`src/ebofsm_map.vh`:
```
// Constants for the external bus ownership state machine.
// Assumes inclusion by bare name from the design files; definitions only.
`ifndef EBOFSM_MAP_VH
`define EBOFSM_MAP_VH

// ----------------------------------------------------------------------
// State codes, one-hot
// ----------------------------------------------------------------------
`define EBO_ST_W        4
`define EBO_ST_RESET    4'h1
`define EBO_ST_EMOWN    4'h2
`define EBO_ST_IMPL     4'h4
`define EBO_ST_EXPL     4'h8

// ----------------------------------------------------------------------
// Pin levels (all arbitration pins are active low)
// ----------------------------------------------------------------------
`define EBO_PIN_ASSERT  1'h0
`define EBO_PIN_NEGATE  1'h1

// ----------------------------------------------------------------------
// Transfer tracking
// ----------------------------------------------------------------------
`define EBO_BEAT_W      8
`define EBO_BEAT_ONE    8'h01
`define EBO_BEAT_ZERO   8'h00

`endif

```
`src/ebofsm_top.v`:
```
// External bus ownership state machine with three-wire request output.
// Assumes all inputs synchronous to core_clk; pins are active low.
`timescale 1ns/1ps
`include "ebofsm_map.vh"

module ebofsm_top #(
  parameter BEAT_W = `EBO_BEAT_W
) (
  // Clocking and reset
  input  wire              core_clk,
  input  wire              rst,
  input  wire              clk_en,
  input  wire              reset_in_n,
  input  wire              wdog_reset,
  // Arbitration pins
  input  wire              bus_grant_n,
  output reg               bus_driven_n,
  output reg               bus_request_n,
  // Configuration
  input  wire              bus_lock_bit,
  input  wire              three_wire_mode,
  // Core side request
  input  wire              int_bus_req,
  input  wire [BEAT_W-1:0] req_beats,
  output reg               xfer_go,
  // Bus termination inputs
  input  wire              transfer_ack_n,
  input  wire              transfer_error_ack_n,
  // Drive controls
  output reg               transfer_start_n,
  output reg               transfer_start_oe,
  output reg               addr_ctl_oe,
  output reg               mem_strobe_en,
  output reg               owner_state_expl,
  output reg               owner_state_impl
);

  // --------------------------------------------------------------------
  // State machine encodings
  // --------------------------------------------------------------------
  localparam [`EBO_ST_W-1:0] ST_RESET = `EBO_ST_RESET;
  localparam [`EBO_ST_W-1:0] ST_EMOWN = `EBO_ST_EMOWN;
  localparam [`EBO_ST_W-1:0] ST_IMPL  = `EBO_ST_IMPL;
  localparam [`EBO_ST_W-1:0] ST_EXPL  = `EBO_ST_EXPL;

  reg  [`EBO_ST_W-1:0] state_q;
  reg  [`EBO_ST_W-1:0] state_d;
  reg                  pend_q;
  reg                  pend_d;
  reg                  start_d;
  wire                 any_reset;
  wire                 granted;
  wire                 in_prog;
  wire                 eoc;
  wire                 want;

  // --------------------------------------------------------------------
  // Input qualification
  // --------------------------------------------------------------------
  assign any_reset = rst || (reset_in_n == `EBO_PIN_ASSERT) || wdog_reset;
  assign granted   = (bus_grant_n == `EBO_PIN_ASSERT);
  // A request counts until its transfer has actually started
  assign want      = int_bus_req || pend_q;

  // --------------------------------------------------------------------
  // Transfer tracking
  // --------------------------------------------------------------------
  ebo_xfer_track #(
    .BEAT_W (BEAT_W)
  ) u_track (
    .core_clk             (core_clk),
    .rst                  (any_reset),
    .clk_en               (clk_en),
    .xfer_start           (start_d),
    .xfer_beats           (req_beats),
    .transfer_ack_n       (transfer_ack_n),
    .transfer_error_ack_n (transfer_error_ack_n),
    .in_progress          (in_prog),
    .end_of_cycle         (eoc)
  );

  // --------------------------------------------------------------------
  // Next-state logic
  // --------------------------------------------------------------------
  // Same machine for two- and three-wire modes
  always @* begin
    state_d = state_q;
    case (state_q)
      ST_RESET: begin
        state_d = granted ? ST_IMPL : ST_EMOWN;
      end
      ST_IMPL: begin
        if (!granted)
          state_d = ST_EMOWN;
        else if (bus_lock_bit || want)
          state_d = ST_EXPL;
      end
      ST_EXPL: begin
        // Release waits for the last beat of a burst series
        if (!granted && !bus_lock_bit && (!in_prog || eoc))
          state_d = ST_EMOWN;
      end
      ST_EMOWN: begin
        if (granted)
          state_d = (bus_lock_bit || want) ? ST_EXPL : ST_IMPL;
      end
      default: begin
        state_d = ST_RESET;
      end
    endcase
  end

  // --------------------------------------------------------------------
  // Transfer start decision
  // --------------------------------------------------------------------
  // Start only where next state is explicit, so bus-driven and start
  // rise together; grant seen now gives a start one edge later
  always @* begin
    start_d = 1'b0;
    if (!any_reset && (state_d == ST_EXPL) && want && (!in_prog || eoc)) begin
      // Lock alone never starts a transfer
      start_d = 1'b1;
    end
  end

  // Pending request latch: clear wins over set when start and a new
  // request coincide, because the start serves that int_bus_req
  always @* begin
    pend_d = pend_q;
    if (start_d)
      pend_d = 1'b0;
    if (int_bus_req && !start_d)
      pend_d = 1'b1;
  end

  // --------------------------------------------------------------------
  // State and output registers
  // --------------------------------------------------------------------
  always @(posedge core_clk) begin
    if (any_reset) begin
      state_q           <= ST_RESET;
      pend_q            <= 1'b0;
      bus_driven_n      <= `EBO_PIN_NEGATE;
      bus_request_n     <= `EBO_PIN_NEGATE;
      xfer_go           <= 1'b0;
      transfer_start_n  <= `EBO_PIN_NEGATE;
      transfer_start_oe <= 1'b0;
      addr_ctl_oe       <= 1'b0;
      mem_strobe_en     <= 1'b1;
      owner_state_expl  <= 1'b0;
      owner_state_impl  <= 1'b0;
    end else if (clk_en) begin
      state_q          <= state_d;
      pend_q           <= pend_d;
      // Bus driven only in explicit ownership; holds while granted
      bus_driven_n     <= (state_d == ST_EXPL) ? `EBO_PIN_ASSERT
                                               : `EBO_PIN_NEGATE;
      addr_ctl_oe      <= (state_d == ST_EXPL);
      transfer_start_oe <= (state_d == ST_EXPL);
      transfer_start_n <= start_d ? `EBO_PIN_ASSERT : `EBO_PIN_NEGATE;
      xfer_go          <= start_d;
      // In three-wire mode the request pin follows the pending request,
      // dropped at the start edge; both pins always driven, never floated
      bus_request_n    <= (three_wire_mode && pend_d) ? `EBO_PIN_ASSERT
                                                      : `EBO_PIN_NEGATE;
      // Memory strobes stay available in every ownership state
      mem_strobe_en    <= 1'b1;
      owner_state_expl <= (state_d == ST_EXPL);
      owner_state_impl <= (state_d == ST_IMPL);
    end
  end

endmodule // ebofsm_top

```
`src/ebo_xfer_track.v`:
```
// Transfer tracker: marks when a bus cycle (burst or burst-inhibited
// series counted as one) is in progress and when it ends.
// Assumes start and beat count come from the device's bus controller.
`timescale 1ns/1ps
`include "ebofsm_map.vh"

module ebo_xfer_track #(
  parameter BEAT_W = `EBO_BEAT_W
) (
  // Clocking
  input  wire              core_clk,
  input  wire              rst,
  input  wire              clk_en,
  // Cycle events
  input  wire              xfer_start,
  input  wire [BEAT_W-1:0] xfer_beats,
  input  wire              transfer_ack_n,
  input  wire              transfer_error_ack_n,
  // Status
  output wire              in_progress,
  output wire              end_of_cycle
);

  reg  [BEAT_W-1:0] left_q;
  reg  [BEAT_W-1:0] left_d;
  wire              term;
  wire              busy;

  // Normal or error termination ends one transfer
  assign term = (transfer_ack_n == `EBO_PIN_ASSERT) ||
                (transfer_error_ack_n == `EBO_PIN_ASSERT);
  assign busy = (left_q != `EBO_BEAT_ZERO);
  // The cycle stays in progress until its last beat or an error ack
  assign in_progress  = busy;
  // An error ack ends the whole series, so it closes the cycle at any beat
  assign end_of_cycle = busy && ((transfer_error_ack_n == `EBO_PIN_ASSERT) ||
                        (term && (left_q == `EBO_BEAT_ONE)));

  // Beats outstanding; an error ends the whole series at once
  always @* begin
    left_d = left_q;
    if (busy && term) begin
      if (transfer_error_ack_n == `EBO_PIN_ASSERT)
        left_d = `EBO_BEAT_ZERO;
      else
        left_d = left_q - `EBO_BEAT_ONE;
    end else if (!busy && xfer_start) begin
      left_d = (xfer_beats == `EBO_BEAT_ZERO) ? `EBO_BEAT_ONE : xfer_beats;
    end
  end

  // Beat counter register
  always @(posedge core_clk) begin
    if (rst)
      left_q <= `EBO_BEAT_ZERO;
    else if (clk_en)
      left_q <= left_d;
  end

endmodule // ebo_xfer_track

```
`config.mk`:
```
export PLATFORM = sky130hd
export DESIGN_NAME = ebofsm_top
export DESIGN_NICKNAME = d
export VERILOG_FILES = /design/src/ebofsm_top.v /design/src/ebo_xfer_track.v
export VERILOG_INCLUDE_DIRS = /design/src /design/src/src
export SDC_FILE = /design/constraint.sdc
export NUM_CORES = 1
export LEC_CHECK = 0
export BUFFER_PORTS_ARGS = -buffer_cell sky130_fd_sc_hd__buf_2
export CAP_MARGIN = 5
export CORE_MARGIN = 1
export CORE_UTILIZATION = 46
export CTS_BUF_LIST = sky130_fd_sc_hd__clkbuf_8
export DETAILED_ROUTE_END_ITERATION = 12
export PLACE_DENSITY = 0.66
export SYNTH_ARGS = -nofsm -noshare
export SYNTH_HDL_FRONTEND = slang
export SYNTH_SLANG_ARGS = --single-unit
```
`constraint.sdc`:
```
create_clock -name core_clk -period 2.4 [get_ports core_clk]
set_input_delay 0.24 -clock core_clk [delete_from_list [all_inputs] [get_ports core_clk]]
set_output_delay 0.24 -clock core_clk [all_outputs]
set_load 0.05 [all_outputs]
```
==> results by group <==
Logic synthesis
  – Avg Cell Area, Syn: 8.44 um2
  – Mapped Cells: 146
  – Area share of the largest cell type after synthesis: 30.9%
  – Ys async rst share: 0%
  – Register area share after synthesis: 30.9%
  – YS warnings: 0
  – Syn Nets: 168
  – Synth cell types: 52
  – EDFF count, synth: 0
  – Seq cells post-synth: 19
  – Cell taking the most area after synthesis: dfxtp_1
  – Largest cells by area after synthesis: dfxtp_1, a21oi_1, o21ai_0, nand2_1, ha_1
  – Post-synthesis cell area: 0.00123 mm2
  – Main synth FF type: dfxtp_1

Critical path
  – Critical path class: flop to flop
  – Crit path cell chain: inv_1 -> ha_1 -> nor3b_1 -> nand4_1 -> o22a_2 -> o21ai_4 -> buf_4 -> o21ai_0 -> a21oi_1
  – Crit-path max FO: 10
  – Cell count of the worst reg-to-reg path: 9
  – Worst reg-to-reg setup slack: 0.36 ns
  – RR Endpoint: u_track.left_q[2]
  – Sum of buffers and inverters on the critical path: 2
  – CP delay by family, top: compound AO/OA/AOI/OAI gates
  – Critical Path RT: 2.59 ns
  – Arr. time, crit path: 2.23 ns
  – Worst Setup End Kind: flop
  – Largest stage delay, worst path: 0.36 ns
  – Worst setup SP type: flop
  – Slowest CP cell: dfxtp_1
  – Launching point of the worst reg2reg path: u_track.left_q[0]

Floorplanning
  – Core area: 0.00250 mm2
  – IO Pins: 28
  – Core Rows: 18
  – Die Span X: 53.8 um
  – Die area: 0.00289 mm2
  – Initial core utilization: 49.3%
  – Die Y: 53.8 um

Clock network
  – CTS sink count: 19
  – Setup repair bufs after CTS: 0
  – CTS tree: done
  – Post-CTS Resized: 0
  – Post-CTS Hold Buffers: 0
  – Clk buf depth: 2
  – Clock-pin slew on the worst setup and hold paths: 0.07 ns
  – Root buffer cell: clkbuf_8
  – Clock latency on the worst-skew pair: 0.25 ns
  – CTS Buf Count: 3
  – H-tree depth: 1

Global routing
  – Largest net degree at the start of global routing: 17
  – Global route overflow: 0
  – Total GRT Usage: 19.8%
  – Number of global-route vias before repair: 914
  – Global-route wire length before repair: 4060 um
  – Initial antenna violation count: 0

Placed design
  – # port buffers: 26
  – RePlAce Congestion: 0.848
  – Dpl ws: 0.363 ns
  – Inst Count DP: 194
  – DP HPWL: 1980 um

Finish
  – Layout cell share with drive strength beyond 1: 29.8%
  – Diode count: 0
  – Finished Layout Cells: 198
  – Fin nets: 191
  – Most frequent cells in the layout: buf_2, dfxtp_1, a21oi_1, nand2_1, o21ai_0
  – Area growth, synth to finish: 12.0%
  – Most common cell after layout, fill and taps aside: buf_2

Drt
  – # DRC: 0
  – Mean routed wirelength per cell: 13.1 um
  – DR vias: 1,135
  – Post-DRT Antenna Nets: 0
  – Final wirelength: 2590 um
  – DRT iter0 DRCs: 23
  – DR pass1 iterations: 4
  – Via-to-Cell Ratio: 5.73

Outcome
  – Status: completed

Timing
  – Fin. max-slew vios: 0
  – Setup Skew: 0.00312 ns
  – RSZ-0062 raised after global routing: no
  – Final-report setup violation count: 0
  – Setup tns final: 0 ns
  – Peak Freq: 490 MHz
  – Fin. Hold Viols: 0
  – Hold slack: 0.276 ns
  – Setup ws final: 0.359 ns
  – Tmin final: 2.04 ns
  – Period utilization: 85.1%

Run
  – Max-Cap Viols: 0

Power and ir drop
  – Leakage power total: 0.000623 uW
  – Largest vdd supply drop: 0.444 mV
  – PwrDens: 437 mW/mm2
  – Total power: 604 uW

Hold path
  – Hold Startpoint: three_wire_mode
  – Terminating pin of the worst hold path: bus_request_n
  – Hold Path Depth: 4
  – Worst Hold Class: input pin to flop
stage by stage:
step | instance area [um2] | util [%]
2_1_floorplan | 1230 | -
3_3_place_gp | 1340 | 53.4
3_5_place_dp | 1340 | 53.4
4_1_cts | 1380 | 55.2
5_1_grt | 1380 | 55.2
6_report | 1380 | 55.2
power breakdown:
group | internal, uW | switching (uW) | total [uW]
registers | 318 | 3.68 | 322
clock network | 114 | 101 | 214
logic | 26.9 | 40.7 | 67.6
registers in the layout, indices dropped and copies added, names as in the netlist:
name,cells
bus_driven_n,1
bus_request_n,1
owner_state_expl,1
owner_state_impl,1
pend_q,1
state_q,4
transfer_start_n,1
u_track.left_q,8
xfer_go,1
cells in the mapped netlist, types with 2 or more instances:
cell and count:
o21a_1 3, nor3_1 6, nor4b_1 2, clkbuf_1 2, xor2_1 4, nand2_1 12
a21oi_2 3, nor2_1 7, a22oi_1 4, o21ai_0 9, buf_6 3, o211a_1 2
ha_1 3, buf_2 2, and2b_2 2, inv_1 6, nor4_1 2, a21oi_1 12
or4_1 2, dfxtp_1 19, xnor2_1 4, o21ai_2 2, nor3b_1 3, o311ai_0 2
buf_4 3
worst min-delay path: cells and delay by family:
kind	cells	cell delay (ns)
simple gates	2	0.11
compound gates	1	0.06
buf+inv	1	0.10
layer usage:
metal	track usage [%]	wire, um	part of all wire [%]
met5	0	0	0
met4	5.26	10	0.39
met3	5.08	163	6.3
met2	29.8	1180	45
met1	27.6	1240	48
worst max-delay path by stage:
stage / startpoint / to / slack, ns / depth (start not counted)
after floorplan: u_track.left_q[0] / u_track.left_q[5] / 0.60 / 8
after CTS: u_track.left_q[0] / u_track.left_q[2] / 0.35 / 9
after detailed placement: u_track.left_q[0] / u_track.left_q[2] / 0.36 / 9
after global placement: u_track.left_q[0] / u_track.left_q[7] / 0.40 / 8
after global routing: u_track.left_q[0] / u_track.left_q[1] / 0.17 / 9
final: u_track.left_q[0] / u_track.left_q[2] / 0.36 / 9
layout make-up:
cell class | count | area, um2
repair buffers | 29 | 153
clock buffers | 3 | 41.3
fillers | 236 | 1120
inverters | 6 | 22.5
multi-input cells | 110 | 742
flip-flops and latches | 19 | 380
clock inverters | 1 | 3.75
well taps | 30 | 37.5
cells by family after synthesis:
| kind of cell | synth area share [%] |
|---|---|
| xor gates and xnor gates | 5.68 |
| AOI/OAI and AO/OA | 28.6 |
| other | 0.304 |
| and+or+nand+nor | 22.5 |
| DFF | 30.9 |
| buffers and inverters | 8.93 |
| adders and majority gates | 3.05 |
(Power assumes the default switching activity.)
